## src/logic/apc_pkg.sv

```systemverilog
// Package with constants, states and the checksum step for the parallel host port.
package apc_pkg;

  // Clock period and conversion time, each in nanoseconds.
  localparam int CLK_PERIOD_NS = 4;
  localparam int CONV_TIME_NS = 2000;
  // Least conversion time rounded up to whole cycles, never below one.
  localparam int CONV_CYCLES_RAW = (CONV_TIME_NS + CLK_PERIOD_NS - 1) / CLK_PERIOD_NS;
  localparam int CONV_CYCLES = (CONV_CYCLES_RAW < 1) ? 1 : CONV_CYCLES_RAW;
  localparam int CNT_W = 12;

  // Cycles after reset release before the strap filter has settled.
  // Three synchroniser stages plus the agreement stage need four edges.
  localparam logic [2:0] STRAP_WAIT = 3'h4;

  // Fixed self-test patterns for the two converters.
  localparam logic [15:0] SELFTEST_A = 16'hAAAA;
  localparam logic [15:0] SELFTEST_B = 16'h5555;

  // Checksum seed at the start of every converted pair.
  localparam logic [7:0] CRC_SEED = 8'h00;

  // Range straps value that selects software mode.
  localparam logic [1:0] RANGE_SW_MODE = 2'h0;

  // Command word layout: read flag and register address.
  localparam int CMD_READ_BIT = 15;
  localparam int CMD_ADDR_MSB = 14;
  localparam int CMD_ADDR_LSB = 9;
  localparam int ADDR_W = CMD_ADDR_MSB - CMD_ADDR_LSB + 1;

  // Positions within the synchronised pin vector.
  localparam int PIN_DATA_LSB = 0;
  localparam int PIN_DATA_MSB = 15;
  localparam int PIN_CS = 16;
  localparam int PIN_RD = 17;
  localparam int PIN_WR = 18;
  localparam int PIN_CONV = 19;
  localparam int PIN_RANGE_LSB = 20;
  localparam int PIN_RANGE_MSB = 21;
  localparam int PIN_IFSEL = 22;
  localparam int PIN_BYTE = 23;
  localparam int PIN_CHECKSUM_ENABLE = 24;
  localparam int PIN_W = 25;

  // Readout slot order after a conversion.
  localparam logic [1:0] SLOT_A = 2'h0;
  localparam logic [1:0] SLOT_B = 2'h1;
  localparam logic [1:0] SLOT_STATUS = 2'h2;
  localparam logic [1:0] SLOT_DONE = 2'h3;

  // Main states of the port.
  typedef enum logic [1:0] {
    ST_STRAP = 2'b00,
    ST_IDLE = 2'b01,
    ST_CONV = 2'b10
  } apc_state_e;

  // One checksum update over a 16-bit result word.
  function automatic logic [7:0] apc_crc_step(input logic [15:0] d, input logic [7:0] c);
    logic [7:0] o;
    o[0] = d[14]^d[12]^d[8]^d[7]^d[6]^d[0]^c[0]^c[4]^c[6];
    o[1] = d[15]^d[14]^d[13]^d[12]^d[9]^d[6]^d[1]^d[0]^c[1]^c[4]^c[5]^c[6]^c[7];
    o[2] = d[15]^d[13]^d[12]^d[10]^d[8]^d[6]^d[2]^d[1]^d[0]^c[0]^c[2]^c[4]^c[5]^c[7];
    o[3] = d[14]^d[13]^d[11]^d[9]^d[7]^d[3]^d[2]^d[1]^c[1]^c[3]^c[5]^c[6];
    o[4] = d[15]^d[14]^d[12]^d[10]^d[8]^d[4]^d[3]^d[2]^c[0]^c[2]^c[4]^c[6]^c[7];
    o[5] = d[15]^d[13]^d[11]^d[9]^d[5]^d[4]^c[2]^c[4]^c[3]^c[5]^c[7];
    o[6] = d[14]^d[12]^d[10]^d[6]^d[5]^d[4]^c[2]^c[4]^c[6];
    o[7] = d[15]^d[13]^d[11]^d[7]^d[6]^d[5]^c[3]^c[5]^c[7];
    return o;
  endfunction

endpackage

```

## src/logic/apc_port.sv

```systemverilog
// Device-side 16-bit parallel host port with self test and checksum status word.
//
// Summary of operation
// RL1 - Self test forces A to AAAA, B to 5555.
// RL2 - Self test only honoured in software mode.
// RL3 - Hardware mode checksum only on serial interface.
// RL4 - Checksum and status word enable each other.
// RL5 - Checksum strap sampled at full reset release.
// RL6 - Hardware checksum appends status word after results.
// RL7 - Software checksum on when either enable bit set.
// RL8 - Checksum covers A, B; sent after them.
// RL9 - Checksum starts zero, A first then B.
// RL10 - Each update is the fixed XOR network.
// RL11 - Status word delivered by one extra read.
// RL12 - Range straps zero select software mode.
// RL13 - Host holds interface strap low for parallel.
// RL14 - Hardware mode delivers conversion data only.
// RL15 - Start rising edge begins conversion, raises busy.
// RL16 - Drive data only while select and read low.
// RL17 - Select rise tristates, select fall releases bus; the code starts driving after select fall if read is low.
// RL18 - Host reads at least two words per conversion.
// RL19 - First read fall gives A, next gives B.
// RL20 - Writes only in software mode, taken at write rise.
// RL21 - Read command latches address, register then driven.
// RL22 - Register accesses only accepted in software mode.
// RL23 - Host keeps select low across register access.
`timescale 1ns/1ps
module apc_port #(
  parameter int CONV_CYCLES = apc_pkg::CONV_CYCLES
) (
  input wire logic sys_clk_in,
  input wire logic rstn_in,
  input wire logic cs_n_in,
  input wire logic rd_n_in,
  input wire logic wr_n_in,
  input wire logic conversion_start_in,
  input wire logic [15:0] parallel_data_bus_in,
  input wire logic [1:0] range_select_straps_in,
  input wire logic interface_select_strap_in,
  input wire logic byte_mode_strap_in,
  input wire logic checksum_enable_strap_in,
  input wire logic cfg_checksum_enable_in,
  input wire logic cfg_status_word_enable_in,
  input wire logic cfg_selftest_in,
  input wire logic [7:0] status_info_in,
  input wire logic [15:0] adc_a_result_in,
  input wire logic [15:0] adc_b_result_in,
  input wire logic [15:0] reg_rd_data_in,
  output logic [15:0] parallel_data_bus_out,
  output logic parallel_data_bus_oe_out,
  output logic busy_out,
  output logic sample_start_out,
  output logic reg_wr_stb_out,
  output logic [15:0] reg_wr_word_out,
  output logic [apc_pkg::ADDR_W-1:0] reg_rd_addr_out,
  output logic sw_mode_out,
  output logic parallel_if_out,
  output logic checksum_active_out
);

  // Width of the conversion cycle counter.
  localparam int CNT_W = apc_pkg::CNT_W;

  // Whole state of the port in one record.
  typedef struct packed {
    logic [apc_pkg::PIN_W-1:0] s1;        // First synchroniser stage.
    logic [apc_pkg::PIN_W-1:0] s2;        // Second synchroniser stage.
    logic [apc_pkg::PIN_W-1:0] s3;        // Third synchroniser stage.
    logic [apc_pkg::PIN_W-1:0] flt;       // Agreed pin levels.
    logic [apc_pkg::PIN_W-1:0] flt_d;     // Agreed levels one cycle back.
    apc_pkg::apc_state_e state;           // Main state.
    logic [2:0] strap_wait;               // Settling count after reset.
    logic sw_mode;                        // Latched software mode.
    logic par_if;                         // Latched parallel interface choice.
    logic crc_strap;                      // Latched checksum strap.
    logic serial_if;                      // Latched serial interface choice.
    logic [apc_pkg::CNT_W-1:0] cnt;       // Conversion cycle count.
    logic [15:0] res_a;                   // Held A result.
    logic [15:0] res_b;                   // Held B result.
    logic [7:0] crc;                      // Checksum of the last pair.
    logic crc_on;                         // Status word appended.
    logic [1:0] slot;                     // Next readout slot.
    logic rd_pend;                        // Register read command pending.
    logic [apc_pkg::ADDR_W-1:0] rd_addr;  // Latched register address.
    logic [15:0] dout;                    // Output stage.
    logic oe;                             // Bus drive enable.
    logic busy;                           // Conversion in progress.
    logic start;                          // Sample start pulse.
    logic wr_stb;                         // Register write pulse.
    logic [15:0] wr_word;                 // Captured write word.
  } apc_state_s;

  apc_state_s st_r;
  apc_state_s st_nxt;

  // Edge and level terms from the filtered pins, plus the result pair and the checksum after A.
  logic cs_low;
  logic rd_fall;
  logic wr_rise;
  logic conv_rise;
  logic [15:0] bus_word;
  logic [7:0] crc_mid;
  logic [15:0] pair_a;
  logic [15:0] pair_b;

  // Decoding of filtered pins, shared by the next-state process.
  always_comb begin
    cs_low = ~st_r.flt[apc_pkg::PIN_CS];
    rd_fall = st_r.flt_d[apc_pkg::PIN_RD] & ~st_r.flt[apc_pkg::PIN_RD];
    wr_rise = ~st_r.flt_d[apc_pkg::PIN_WR] & st_r.flt[apc_pkg::PIN_WR];
    conv_rise = ~st_r.flt_d[apc_pkg::PIN_CONV] & st_r.flt[apc_pkg::PIN_CONV];
    bus_word = st_r.flt[apc_pkg::PIN_DATA_MSB:apc_pkg::PIN_DATA_LSB];
  end

  // Result source: fixed patterns replace the converter in software self test.
  always_comb begin
    if (st_r.sw_mode && cfg_selftest_in) begin // [RL1] [RL2]
      pair_a = apc_pkg::SELFTEST_A;
      pair_b = apc_pkg::SELFTEST_B;
    end else begin
      pair_a = adc_a_result_in;
      pair_b = adc_b_result_in;
    end
    // A goes in first, its result seeds the B step.
    crc_mid = apc_pkg::apc_crc_step(pair_a, apc_pkg::CRC_SEED); // [RL9] [RL10]
  end

  // Next-state logic for the whole port.
  always_comb begin
    st_nxt = st_r;
    st_nxt.start = 1'b0;
    st_nxt.wr_stb = 1'b0;

    // Pins from the host cross in through three stages; a bit is taken once
    // the second and third stages agree, which filters single-cycle glitches.
    st_nxt.s1 = {checksum_enable_strap_in, byte_mode_strap_in, interface_select_strap_in,
                 range_select_straps_in, conversion_start_in, wr_n_in, rd_n_in, cs_n_in,
                 parallel_data_bus_in};
    st_nxt.s2 = st_r.s1;
    st_nxt.s3 = st_r.s2;
    for (int i = 0; i < apc_pkg::PIN_W; i++) begin
      if (st_r.s2[i] == st_r.s3[i]) begin
        st_nxt.flt[i] = st_r.s3[i];
      end
    end
    st_nxt.flt_d = st_r.flt;

    // Software mode keeps the checksum tied to either enable bit; hardware
    // mode only offers it on the serial interface, never on this port.
    if (st_r.sw_mode) begin
      st_nxt.crc_on = cfg_checksum_enable_in | cfg_status_word_enable_in; // [RL7] [RL4] [RL3]
    end else begin
      st_nxt.crc_on = st_r.crc_strap & st_r.serial_if; // [RL3] [RL5] [RL6]
    end

    case (st_r.state)
      apc_pkg::ST_STRAP: begin
        // Straps are caught once the filter has seen settled levels.
        if (st_r.strap_wait == apc_pkg::STRAP_WAIT) begin
          st_nxt.sw_mode = (st_r.flt[apc_pkg::PIN_RANGE_MSB:apc_pkg::PIN_RANGE_LSB]
                            == apc_pkg::RANGE_SW_MODE); // [RL12]
          st_nxt.par_if = ~st_r.flt[apc_pkg::PIN_IFSEL]; // [RL13]
          st_nxt.serial_if = st_r.flt[apc_pkg::PIN_IFSEL] & ~st_r.flt[apc_pkg::PIN_BYTE];
          st_nxt.crc_strap = st_r.flt[apc_pkg::PIN_CHECKSUM_ENABLE]; // [RL5]
          st_nxt.state = apc_pkg::ST_IDLE;
        end else begin
          st_nxt.strap_wait = st_r.strap_wait + 3'h1;
        end
      end
      apc_pkg::ST_IDLE: begin
        // A rising start edge opens a conversion and raises busy.
        if (conv_rise) begin // [RL15]
          st_nxt.state = apc_pkg::ST_CONV;
          st_nxt.busy = 1'b1;
          st_nxt.start = 1'b1;
          st_nxt.cnt = '0;
        end
      end
      apc_pkg::ST_CONV: begin
        // At the end the pair and its checksum are held for readout.
        if (st_r.cnt == CNT_W'(CONV_CYCLES - 1)) begin
          st_nxt.state = apc_pkg::ST_IDLE;
          st_nxt.busy = 1'b0; // [RL15]
          st_nxt.res_a = pair_a;
          st_nxt.res_b = pair_b;
          st_nxt.crc = apc_pkg::apc_crc_step(pair_b, crc_mid); // [RL8] [RL9] [RL10]
          st_nxt.slot = apc_pkg::SLOT_A;
        end else begin
          st_nxt.cnt = st_r.cnt + CNT_W'(1);
        end
      end
      default: begin
        st_nxt.state = apc_pkg::ST_STRAP;
      end
    endcase

    // Host strobes only matter on the parallel interface after straps are set.
    if (st_r.par_if && st_r.state != apc_pkg::ST_STRAP) begin
      // Read falling edge loads the next word into the output stage.
      if (cs_low && rd_fall) begin
        if (st_r.rd_pend) begin
          st_nxt.dout = reg_rd_data_in; // [RL21]
          st_nxt.rd_pend = 1'b0;
        end else begin
          case (st_r.slot)
            apc_pkg::SLOT_A: begin
              st_nxt.dout = st_r.res_a; // [RL19]
              st_nxt.slot = apc_pkg::SLOT_B;
            end
            apc_pkg::SLOT_B: begin
              st_nxt.dout = st_r.res_b; // [RL19]
              st_nxt.slot = st_r.crc_on ? apc_pkg::SLOT_STATUS : apc_pkg::SLOT_DONE;
            end
            apc_pkg::SLOT_STATUS: begin
              // One extra read carries the status word with the checksum.
              st_nxt.dout = {status_info_in, st_r.crc}; // [RL11] [RL8] [RL4] [RL6]
              st_nxt.slot = apc_pkg::SLOT_DONE;
            end
            default: begin
              // Reads past the last word simply repeat the output stage.
              st_nxt.slot = apc_pkg::SLOT_DONE;
            end
          endcase
        end
      end
      // Write rising edge: register commands, honoured only in software mode.
      if (cs_low && wr_rise && st_r.sw_mode) begin // [RL20] [RL22] [RL14]
        if (bus_word[apc_pkg::CMD_READ_BIT]) begin
          st_nxt.rd_addr = bus_word[apc_pkg::CMD_ADDR_MSB:apc_pkg::CMD_ADDR_LSB]; // [RL21]
          st_nxt.rd_pend = 1'b1;
        end else begin
          st_nxt.wr_word = bus_word; // [RL20]
          st_nxt.wr_stb = 1'b1;
        end
      end
      // Ending the select drops a half-finished register read.
      if (!cs_low) begin
        st_nxt.rd_pend = 1'b0;
      end
      // Drive only with both select and read low; select rise lets go.
      st_nxt.oe = cs_low & ~st_r.flt[apc_pkg::PIN_RD]; // [RL16] [RL17]
    end else begin
      st_nxt.oe = 1'b0;
    end
  end

  // The single register bank; asynchronous reset to constants only.
  always_ff @(posedge sys_clk_in or negedge rstn_in) begin
    if (!rstn_in) begin
      st_r <= '0;
      st_r.s1 <= '1;
      st_r.s2 <= '1;
      st_r.s3 <= '1;
      st_r.flt <= '1;
      st_r.flt_d <= '1;
      st_r.state <= apc_pkg::ST_STRAP;
      st_r.slot <= apc_pkg::SLOT_DONE;
    end else begin
      st_r <= st_nxt;
    end
  end

  // Every output comes straight from the state record.
  assign parallel_data_bus_out = st_r.dout;
  assign parallel_data_bus_oe_out = st_r.oe;
  assign busy_out = st_r.busy;
  assign sample_start_out = st_r.start;
  assign reg_wr_stb_out = st_r.wr_stb;
  assign reg_wr_word_out = st_r.wr_word;
  assign reg_rd_addr_out = st_r.rd_addr;
  assign sw_mode_out = st_r.sw_mode;
  assign parallel_if_out = st_r.par_if;
  assign checksum_active_out = st_r.crc_on;

endmodule

```

## config.mk

```make
export PLATFORM = sky130hd
export DESIGN_NAME = apc_port
export DESIGN_NICKNAME = d
export VERILOG_FILES = /design/src/logic/apc_pkg.sv /design/src/logic/apc_port.sv
export SDC_FILE = /design/constraint.sdc
export NUM_CORES = 1
export LEC_CHECK = 0
export ABC_CLOCK_PERIOD_IN_PS = 2600
export BUFFER_PORTS_ARGS = -buffer_cell sky130_fd_sc_hd__buf_2
export CAP_MARGIN = 20
export CORE_MARGIN = 8
export CORE_UTILIZATION = 50
export CTS_BUF_LIST = sky130_fd_sc_hd__clkbuf_4 sky130_fd_sc_hd__clkbuf_8 sky130_fd_sc_hd__clkbuf_16
export DETAILED_ROUTE_END_ITERATION = 10
export GPL_TIMING_DRIVEN = 0
export PLACE_DENSITY = 0.71
export SLEW_MARGIN = 15
export SYNTH_ARGS = -nofsm -noshare
export SYNTH_HDL_FRONTEND = slang
export SYNTH_SLANG_ARGS = --single-unit
export TNS_END_PERCENT = 10
```

## constraint.sdc

```tcl
create_clock -name sys_clk_in -period 2.6 [get_ports sys_clk_in]
set_input_delay 0.13 -clock sys_clk_in [delete_from_list [all_inputs] [get_ports sys_clk_in]]
set_output_delay 0.13 -clock sys_clk_in [all_outputs]
set_load 0.01 [all_outputs]
```

After elaboration in Yosys (flattened, before gate mapping). Cells that the tools add are included.

Register bits after elaboration: 226. Input bits: 86. Output and inout bits: 45. Logic and storage cells: 273.

Add/subtract/negate cells: 2. Eq/ne operators: 35. Mux-type cells: 31. Bitwise logic cells: 136. Reduce and logical (&&, ||, !) cells: 20.

Operators by type and width (number): 1-bit XOR (121); 16-bit 2-to-1 mux (4); 17-bit 2-to-1 mux (3); 16-bit case mux with 3 select lines (1); 1-bit == test (25); 25-bit 2-to-1 mux (1); 12-bit 2-to-1 mux (2); 12-bit case mux with 2 select lines (1); 3-bit AND reduction (6); 2-bit 2-to-1 mux (7); 7-bit 2-to-1 mux (2); 12-bit by 1-bit adder with 12-bit output (second input constant) (1); 12-bit by 9-bit == test with 1-bit output (second input constant) (1); 2-bit inequality test (second input constant) (4); 1-bit inverter (8); 1-bit bitwise AND (6); 2-bit zero test (3); 1-bit 2-to-1 mux (6); 2-bit case mux with 3 select lines (1); 2-bit AND reduction (3); 1-bit logical AND (5); 2-bit by 1-bit == test with 1-bit output (second input constant) (2); 2-bit == test (second input constant) (2); 2-bit case mux with 2 select lines (1); 7 further kinds (8).

Logic depth before layout (Yosys ltp). Gate-level depths: netlist of the first run.

Depth after elaboration: 15. Gate-level depth with buffers: 8.

Worst setup path after synthesis of the first run. OpenSTA, ideal clock, no wires.

Path kind: register to register. Start: register st_r[86] in the netlist's numbering. End: register st_r[89] in the netlist's numbering. Library setup time: 0.132 ns. Arrival time: 1.937 ns. Setup slack: 0.531 ns. Cell stages (with the launch flop): 9. Buffers on the path: 1. Path through: dfrtp_1 ha_1 or4b_1 o41ai_1 nand2b_1 buf_2 nand4_1 xor2_1 nor2_1.

Cells in the longest elaborated chain, start to end: 3. Elaborated cells on any way between the ends: 6. Classes of those cells: add/sub (1); eq/ne (2); mux (2); reduce/logical (1).

Ends and longest elaborated chain: start: declaration (RTL line apc_port.sv:93) `apc_state_s st_r;`; start signal: assignment (RTL line apc_port.sv:259) `st_r <= st_nxt;`; 12-bit by 1-bit adder with 12-bit output / 12-bit by 9-bit == test with 1-bit output (equally long branches) (RTL line apc_port.sv:189, apc_port.sv:181); 12-bit 2-to-1 mux / 2-bit inequality test (equally long branches); 12-bit case mux with 2 select lines / 3-bit AND reduction (equally long branches).

Several ways; a longest one is shown, not always the timed one. The select of a mux whose other input is x is not followed. A chain may end at the register's enable or synchronous reset.

Final worst setup path of the first run.
Start: register st_r[43] in the netlist's numbering. End: register st_r, in the netlist parallel_data_bus_out[6].

Cells in the longest elaborated chain, start to end: 3. Elaborated cells on any way between the ends: 7. Classes of those cells: eq/ne (2); mux (2); reduce/logical (3).

Ends and longest elaborated chain: 2-bit == test (tied with other cells) (RTL line apc_port.sv:205) `case (st_r.slot)`; 16-bit case mux with 3 select lines / 4-bit nonzero test (equally long branches); 16-bit 2-to-1 mux / 3-bit AND reduction (equally long branches).

Several ways; a longest one is shown, not always the timed one.

==> flow_summary.ini, run 1 <==
[global_routing]
grt_use_total_pct = 18.6
grt_pass1_wl_um = 33100
antenna_found_initial = 1
first_global_vias = 6426
gr-total-overflow = 0
grt_max_degree = 81

[timing]
finalHoldViolations = 0
slew_viol_final = 0
fin_crit_sh_pct = 90.1
max_freq_mhz = 427
finalClockSkew_ns = 0.00797
relSlewSlack_pct = 63.3
period_minus_slack_ns = 2.34
tightestPinTransition_ns = 0.547
rsz0062_at_grt = false
setup_viol = 0
hold_slack_ns = 0.0544

[synthesis]
synth-seq-cells = 209
syn_area_per_cell_um2 = 12.3
synth_cells = 716
synthXorXnorAreaFrac_pct = 10.9
synthMuxAreaShare_pct = 2.93
synth_edf_count = 0
syn_area_mm2 = 0.00880
synthFlopType = dfstp_2
synth-simple-area-share_pct = 8.39
ys_types = 42
yosysWarnings = 0
yosys.area_share.adder_pct = 3.84
seq_area_frac_synth_pct = 61.0
async_flop_share_pct = 100
synth_top_family_by_area = XOR/XNOR gates
synth_fp_nets = 809
synth_compound_area_share_pct = 8.12

[routing]
drc_errors = 0
drt.antenna.violating_nets = 0
dr.pass1.iters = 4
vias_per_cell = 5.05
vias = 6000
routed_wl_um = 20200
avgRoutedWirePerCell_um = 17.0
initialDrtViolationCount = 327

[power_and_ir_drop]
power_frac_comb_pct = 28.9
power_mw = 10.3
seqPwrFrac_pct = 38.7
sw_frac_of_total_pct = 29.2
power_switching_mw = 3.01
internal_power_mw = 7.29
p_leak_nw = 5.20
clkPwrFrac_pct = 32.3
ir_drop_v = 0.000570
p_per_area_mw_per_mm2 = 906

[placed_design]
dp_cells = 1072
port_buffers = 129
routabilityCongestion = 0.848
dp_hpwl_um = 13700

[setup_path]
crit_required_ns = 3.01
critPathLaunchType = register
end_kind = register
arrival_ns = 2.76
worstPathMaxFanout = 10
setup.worst_path.class = register to register

[run_status]
status = completed

[floorplan]
initial_utilization_pct = 51.0
core_area_mm2 = 0.0172
dieArea_mm2 = 0.0221
fp.dieH_um = 149
die-width_um = 149
boundaryPins = 131
num_rows = 48

[cts]
h-tree-depth = 1
clk_path_buf_depth = 3
cts_tree = yes
cts_num_sinks = 209
clk_pin_slew_worst_paths_ns = 0.06
clockRootBuffer = clkbuf_16
cts_buffers = 23
clk_latency_ns = 0.49

[job]
drv_cap = 0

[worst_hold_path]
hold_class = input port to register

[final_layout]
mostFrequentLayoutCells = 130 x buf_2, 105 x dfstp_2, 104 x dfrtp_1, 75 x dlygate4sd3_1, 72 x nor2_1
drive_gt1_share_pct = 36.3
final_common_cell = buf_2
fin_cells = 1189
nNetsFinal = 1040
syn_to_final_growth_pct = 29.2
fin_util_pct = 66.0
[worst paths after layout]
kind,start,to,slack (ns),cells past startpoint
max in group asynchronous,rstn_in,st_r[166]$_DFF_PN1_,1.73,3
hold reg to reg,st_nxt[195]$_DFF_PN1_,st_nxt[170]$_DFF_PN1_,0.36,0
setup reg to reg,st_r[43]$_DFF_PN1_,parallel_data_bus_out[6]$_DFFE_PN0P_,0.26,7
hold / removal,adc_b_result_in[14],st_r[68]$_DFFE_PN0P_,0.05,3
setup / recovery,st_r[43]$_DFF_PN1_,parallel_data_bus_out[6]$_DFFE_PN0P_,0.26,7
min in group asynchronous,rstn_in,reg_wr_word_out[0]$_DFFE_PN0P_,0.14,2
[timing repair]
action / 4_1_cts / 5_1_grt
resized for setup: 1 / 2
endpoints found under the hold margin: 196 / 0
setup endpoints to repair: 9 / 13
setup buffers: 0 / 0
hold buffers: 75 / 0
pin swaps: 0 / 0
[area by class of cell]
| cell class | instances | area [um2] |
|---|---|---|
| Clock inverter | 4 | 45.0 |
| Buffer | 68 | 400 |
| Inverter | 7 | 26.3 |
| Tap cell | 225 | 282 |
| Clock buffer | 37 | 766 |
| Timing Repair Buffer | 206 | 1460 |
| Sequential cell | 209 | 5360 |
| Fill cell | 1273 | 5870 |
| Multi-Input combinational cell | 432 | 3020 |
| Antenna cell | 1 | 2.50 |
[layer usage]
metal  routed length [um]  global-route usage (%)
met1                 8500                    23.6
met2                 9840                    31.1
met3                 1150                    3.80
met4                  673                    6.68
met5                    0                       0
[stage by stage]
stage	TNS, ns	instance area (um2)	setup WS (ns)
3_3_place_gp	-276.65	9720	-1.95
6_report	0	11400	0.256
2_1_floorplan	0	8800	0.531
3_5_place_dp	-0.531	9790	-0.0681
5_1_grt	0	11400	0.0880
4_1_cts	0	11400	0.0897
[cell usage after synthesis, types with 7 or more instances]
| cell type | instances | area, um2 |
|---|---|---|
| a211oi_1 | 17 | 128 |
| a21oi_1 | 35 | 175 |
| a22oi_1 | 16 | 120 |
| buf_4 | 38 | 285 |
| clkbuf_1 | 28 | 105 |
| dfrtp_1 | 104 | 2600 |
| dfstp_2 | 105 | 2760 |
| ha_1 | 7 | 87.6 |
| inv_1 | 7 | 26.3 |
| maj3_1 | 25 | 250 |
| mux2_2 | 22 | 248 |
| nand2_1 | 68 | 255 |
| nand3_1 | 11 | 55.1 |
| nand4_1 | 8 | 50.1 |
| nor2_1 | 73 | 274 |
| o21ai_1 | 37 | 185 |
| xnor2_1 | 39 | 342 |
| xnor3_1 | 14 | 315 |
| xor2_1 | 23 | 201 |
[critical path, cell delays in order, from the launching register on]
cell      delay (ns)
dfstp_2         0.54
ha_1            0.14
clkbuf_1        0.38
clkbuf_1        0.45
a22oi_1         0.18
a211oi_1        0.35
a21oi_1         0.07
a21oi_1         0.16
[power by group through the flow]
stage | logic [mW] | clock network (mW) | registers, mW
after floorplan | 2.02 | 0 | 3.97
after global placement | 2.82 | 0 | 4.02
final | 2.98 | 3.33 | 3.99
after detailed placement | 2.86 | 0 | 4.04
after CTS | 2.97 | 3.41 | 3.99
after global routing | 3.28 | 3.54 | 4.05
[sequential cells by signal (all words and copies together), names as in the netlist]
name / cells
st_nxt: 59
parallel_data_bus_out: 16
st_r: 90
sw_mode_out: 1
reg_rd_addr_out: 6
parallel_data_bus_oe_out: 1
bus_word: 16
sample_start_out: 1
checksum_active_out: 1
busy_out: 1
reg_wr_word_out: 15
reg_wr_stb_out: 1
parallel_if_out: 1
[cells by family (layout without fill, tap and decap cells)]
kind of cell / Yosys count / count (layout)
flip-flops: 209 / 209
AND/OR/NAND/NOR: 175 / 175
XOR/XNOR: 82 / 82
AO/OA/AOI/OAI: 119 / 119
buffers and inverters: 75 / 322
adder cells (fa/ha/maj): 32 / 32
other: 1 / 2
multiplexers: 23 / 23
(Power assumes the default switching activity.)
==> inputs of run 2 (changes only) <==
--- a/config.mk
+++ b/config.mk
@@ -9,11 +9,12 @@
 export BUFFER_PORTS_ARGS = -buffer_cell sky130_fd_sc_hd__buf_2
 export CAP_MARGIN = 20
 export CORE_MARGIN = 8
-export CORE_UTILIZATION = 50
+export CORE_UTILIZATION = 57
 export CTS_BUF_LIST = sky130_fd_sc_hd__clkbuf_4 sky130_fd_sc_hd__clkbuf_8 sky130_fd_sc_hd__clkbuf_16
 export DETAILED_ROUTE_END_ITERATION = 10
 export GPL_TIMING_DRIVEN = 0
-export PLACE_DENSITY = 0.71
+export PLACE_DENSITY = 0.8
+export REMOVE_ABC_BUFFERS = 1
 export SLEW_MARGIN = 15
 export SYNTH_ARGS = -nofsm -noshare
 export SYNTH_HDL_FRONTEND = slang
==> flow_summary.ini, run 2 (synthesis results as in run 1) <==
[global_routing]
first_global_vias = 6364
grt_use_met2_pct = 34.5
antenna_found_initial = 1
gr-total-overflow = 0
grt_pass1_wl_um = 32500
grt_max_degree = 108
top_usage_layer = met2
grt_use_total_pct = 20.2
met3_usage_pct = 4.62
grtUsageMet1_pct = 25.0

[setup_path]
crit_required_ns = 3.00
worstPathMaxFanout = 24
cp.buffers_inverters = 1
end_kind = register
rr_endpoint = parallel_data_bus_out[13]$_DFFE_PN0P_
setup.worst_path.class = register to register
rrSetupSlack_ns = 0.17
critPathLaunchType = register
r2r_cells = 6
cp_slowest_cell = ha_1
cp_top_family = adder cells
arrival_ns = 2.83
cpPeakStageDelay_ns = 0.68
path_cells = ha_1, nor4_1, nor2_2, buf_6, nor2_1, a21oi_1
r2r_start = st_r[43]$_DFF_PN1_

[routing]
vias = 5883
drc_errors = 0
routed_wl_um = 19600
vias_per_cell = 5.42
dr.pass1.iters = 5
avgRoutedWirePerCell_um = 18.0
initialDrtViolationCount = 352
drt.antenna.violating_nets = 0

[cts]
cts_num_sinks = 209
clk_path_buf_depth = 3
cts_setup_buffers = 0
cts_tree = yes
cts_buffers = 22
clk_latency_ns = 0.51
clockRootBuffer = clkbuf_16
h-tree-depth = 1
clk_pin_slew_worst_paths_ns = 0.06

[timing]
tightestPinTransition_ns = 0.957
max_freq_mhz = 412
rsz0062_at_grt = false
period_minus_slack_ns = 2.43
slew_viol_final = 0
setup_viol = 0
fin_crit_sh_pct = 93.4
hold_slack_ns = 0.00587
relSlewSlack_pct = 36.2
finalHoldViolations = 0
finalClockSkew_ns = 0.0200

[worst_hold_path]
min_from = adc_b_result_in[6]
holdPathStages = 3
holdPathEnd = st_r[60]$_DFFE_PN0P_
hold_class = input port to register

[floorplan]
fp.dieH_um = 140
num_rows = 45
boundaryPins = 131
die-width_um = 140
dieArea_mm2 = 0.0197
core_area_mm2 = 0.0151
initial_utilization_pct = 58.1

[final_layout]
largest_reg_flops = 90
final_common_cell = buf_2
syn_to_final_growth_pct = 24.0
mostFrequentLayoutCells = 128 x buf_2, 105 x dfstp_2, 104 x dfrtp_1, 74 x dlygate4sd3_1, 71 x nor2_1
fin_cells = 1085
top_register = st_r
fin_util_pct = 72.0
nNetsFinal = 976
drive_gt1_share_pct = 35.2

[power_and_ir_drop]
p_leak_nw = 4.96
p_per_area_mw_per_mm2 = 895
ir_drop_v = 0.000776

[placed_design]
routabilityCongestion = 0.862
port_buffers = 129
dp_cells = 972
dp_hpwl_um = 12100

[job]
drv_cap = 0

[run_status]
status = completed
## run 2: changes by cell type in the layout (fill, tap and decap cells not counted), moves of 2 or more
cell       previous run  this run
buf_2               130       128
buf_4                38         0
buf_6                 0         5
buf_8                 1         3
clkbuf_1             28         0
clkbuf_16            25        22
clkbuf_4              4         2
clkbuf_8              8         4
clkinv_2              3         6
## run 2: how the worst max path moves through the flow
stage | cells after the start | endpoint | from
3_5_place_dp | 7 | st_r[94]$_DFFE_PN0P_ | st_r[86]$_DFFE_PN0P_
3_3_place_gp | 1 | parallel_data_bus_oe_out$_DFF_PN0_ | rstn_in
6_report | 6 | parallel_data_bus_out[13]$_DFFE_PN0P_ | st_r[43]$_DFF_PN1_
5_1_grt | 6 | parallel_data_bus_out[1]$_DFFE_PN0P_ | st_r[43]$_DFF_PN1_
2_1_floorplan | 5 | st_r[48]$_DFFE_PN0P_ | st_r[95]$_DFFE_PN0P_
4_1_cts | 7 | st_r[94]$_DFFE_PN0P_ | st_r[86]$_DFFE_PN0P_
## run 2: final cells by class
cell class                 instances  area (um2)
multi-input combinational        432        3030
inverter                           7        26.3
clock inverter                     9         120
tap                              188         235
sequential                       209        5360
fill                             956        4240
timing repair buffer             211        1510
antenna                            1        2.50
clock buffer                      28         621
## run 2: where the power goes
part / switching (mW) / internal, mW
clock: 1.26 / 1.89
combinational: 1.42 / 1.19
sequential: 0.255 / 3.74
## run 2: repair_timing
action | CTS | global route
endpoints found under the hold margin | 148 | 0
gates resized for setup | 0 | 3
hold buffers | 74 | 0
endpoints found under the setup margin | 0 | 12
## run 2: per-stage QoR
stage | cell area, um2 | setup TNS [ns] | total power [mW] | setup WS [ns]
6_report | 10900 | 0 | 9.76 | 0.172
5_1_grt | 10900 | 0 | 10.3 | 0.00122
4_1_cts | 10900 | 0 | 9.78 | 0.0528
3_5_place_dp | 9400 | 0 | 6.51 | 0.0697
3_3_place_gp | 9280 | -308.55 | 6.40 | -1.68
2_1_floorplan | 8400 | -30.16 | 5.66 | -0.787
## run 2: tightest hold or removal path: stages
cell and delay [ns]:
buf_2 0.14, nor2_1 0.11, o21ai_1 0.08
## run 2: layer usage
layer	vias up	share of wire, %
li1	2706	-
met1	2924	41
met2	205	50
met3	48	6.1
met4	0	2.3
met5	-	0
==> inputs of run 3 (changes only) <==
--- a/config.mk
+++ b/config.mk
@@ -5,8 +5,8 @@
 export SDC_FILE = /design/constraint.sdc
 export NUM_CORES = 1
 export LEC_CHECK = 0
-export ABC_CLOCK_PERIOD_IN_PS = 2600
-export BUFFER_PORTS_ARGS = -buffer_cell sky130_fd_sc_hd__buf_2
+export ABC_CLOCK_PERIOD_IN_PS = 2300
+export BUFFER_PORTS_ARGS = -buffer_cell sky130_fd_sc_hd__buf_4
 export CAP_MARGIN = 20
 export CORE_MARGIN = 8
 export CORE_UTILIZATION = 57
==> constraint.sdc (replaced) <==
create_clock -name sys_clk_in -period 2.3 [get_ports sys_clk_in]
set_input_delay 0.115 -clock sys_clk_in [delete_from_list [all_inputs] [get_ports sys_clk_in]]
set_output_delay 0.115 -clock sys_clk_in [all_outputs]
set_load 0.01 [all_outputs]
==> flow_summary.ini, run 3 (synthesis results as in run 1) <==
[run_status]
status = completed

[placed_design]
dpl_cell_area_mm2 = 0.00974
dp_cells = 973
port_buffers = 129
routabilityCongestion = 0.860
place_worst_setup_slack_ns = -0.203
dp_hpwl_um = 12300

[floorplan]
fp.dieH_um = 140
dieArea_mm2 = 0.0197
boundaryPins = 131
initial_utilization_pct = 58.1
die-width_um = 140
core_area_mm2 = 0.0151
num_rows = 45

[routing]
drc_errors = 0
vias_per_cell = 5.40
drt.antenna.violating_nets = 0
vias = 5894
dr.pass1.iters = 5
routed_wl_um = 20700
avgRoutedWirePerCell_um = 19.0
initialDrtViolationCount = 358

[power_and_ir_drop]
power_mw = 11.2
p_leak_nw = 5.07
ir_drop_v = 0.00106
p_per_area_mw_per_mm2 = 995

[global_routing]
gr-total-overflow = 0
first_global_vias = 6508
grt_use_total_pct = 21.2
grt_max_degree = 83
grt_pass1_wl_um = 33800
antenna_found_initial = 0

[final_layout]
drive_gt1_share_pct = 35.9
final_common_cell = buf_4
mostFrequentLayoutCells = 130 x buf_4, 105 x dfstp_2, 102 x dfrtp_1, 76 x dlygate4sd3_1, 71 x nor2_1
nNetsFinal = 980
largest_reg_flops = 90
seq_area_mm2 = 0.00536
fillers = 901
top_register = st_r
stdcell_area_mm2 = 0.0113
fin_cells = 1091
multi_input_area_mm2 = 0.00309
syn_to_final_growth_pct = 28.1

[setup_path]
critPathLaunchType = register
end_kind = register
r2r_cells = 7
crit_required_ns = 2.69
critPathLaunch = st_r[87]$_DFFE_PN0P_
worstPathMaxFanout = 6
setup.worst_path.class = register to register
cp-endpoint = st_r[91]$_DFFE_PN0P_
r2r_start = st_r[87]$_DFFE_PN0P_
rrSetupSlack_ns = 0.06
arrival_ns = 2.63
rr_endpoint = st_r[91]$_DFFE_PN0P_

[cts]
cts_tree = yes
clk_latency_ns = 0.50
clk_path_buf_depth = 3
clk_pin_slew_worst_paths_ns = 0.06
cts_num_sinks = 209
h-tree-depth = 1
cts_buffers = 21
clockRootBuffer = clkbuf_16

[job]
drv_cap = 0

[timing]
period_minus_slack_ns = 2.24
setup_viol = 0
rsz0062_at_grt = true
slew_viol_final = 0
finalHoldViolations = 0
setup_slack_ns = 0.0650
finalClockSkew_ns = 0.00954
tightestPinTransition_ns = 0.931
max_freq_mhz = 447
relSlewSlack_pct = 37.9
fin_crit_sh_pct = 97.2

[worst_hold_path]
hold_class = input port to async pin
==> run 3: final cells by class <==
cell class	count	area share, %
Antenna cell	1	0.0222
Clock buffer	32	5.56
Clock inverter	6	0.522
Inverter	7	0.233
Multi-Input combinational cell	434	27.4
Sequential cell	209	47.6
Tap cell	188	2.09
Timing Repair Buffer	214	16.6
==> run 3: critical path: stages (launching register included) <==
cell	delay, ns
dfrtp_1	0.42
ha_2	0.25
or4b_1	0.50
o41ai_4	0.32
nand2b_1	0.25
nand3_1	0.18
xor2_1	0.16
nor2_1	0.05
==> run 3: worst min path at each step <==
stage	from	to	slack, ns	cells after the start
finish	rstn_in	reg_wr_word_out[6]$_DFFE_PN0P_	0.13	2
global route	rstn_in	reg_wr_word_out[5]$_DFFE_PN0P_	0.16	2
CTS	rstn_in	reg_wr_word_out[6]$_DFFE_PN0P_	0.12	2
detailed placement	rstn_in	reg_wr_word_out[6]$_DFFE_PN0P_	0.06	1
global placement	parallel_data_bus_in[0]	st_nxt[182]$_DFF_PN1_	0.22	1
floorplan	rstn_in	busy_out$_DFFE_PN0P_	-0.18	0
==> run 3: stage by stage <==
step	hold slack, ns	TNS [ns]	util (%)
floorplan	-0.181	-44.24	-
global placement	0.223	-117.27	63.4
detailed placement	0.0614	-2.81	64.3
CTS	0.125	0	74.1
global route	0.160	-0.303	74.4
finish	0.125	0	74.4
==> run 3: what timing repair did <==
action                                  CTS  global route
pin swaps                                 1             0
gates cloned                              1             1
hold endpoints to repair                154             0
endpoints found under the setup margin   27            13
hold buffers                             76             0
resized for setup                         7             5
setup buffers                             0             1
==> run 3: per-layer routing <==
layer  vias to the layer above  wire, um  GRT usage (%)
li1                       2719         -              -
met1                      2896      8270           25.6
met2                       227     10500           36.3
met3                        52      1410           5.74
met4                         0       576           6.86
met5                         -         0              0
==> run 3: report_power, final <==
part | internal (mW) | total (mW) | switching [mW]
sequential | 4.23 | 4.56 | 0.328
clock | 2.00 | 3.37 | 1.37
combinational | 1.57 | 3.28 | 1.71
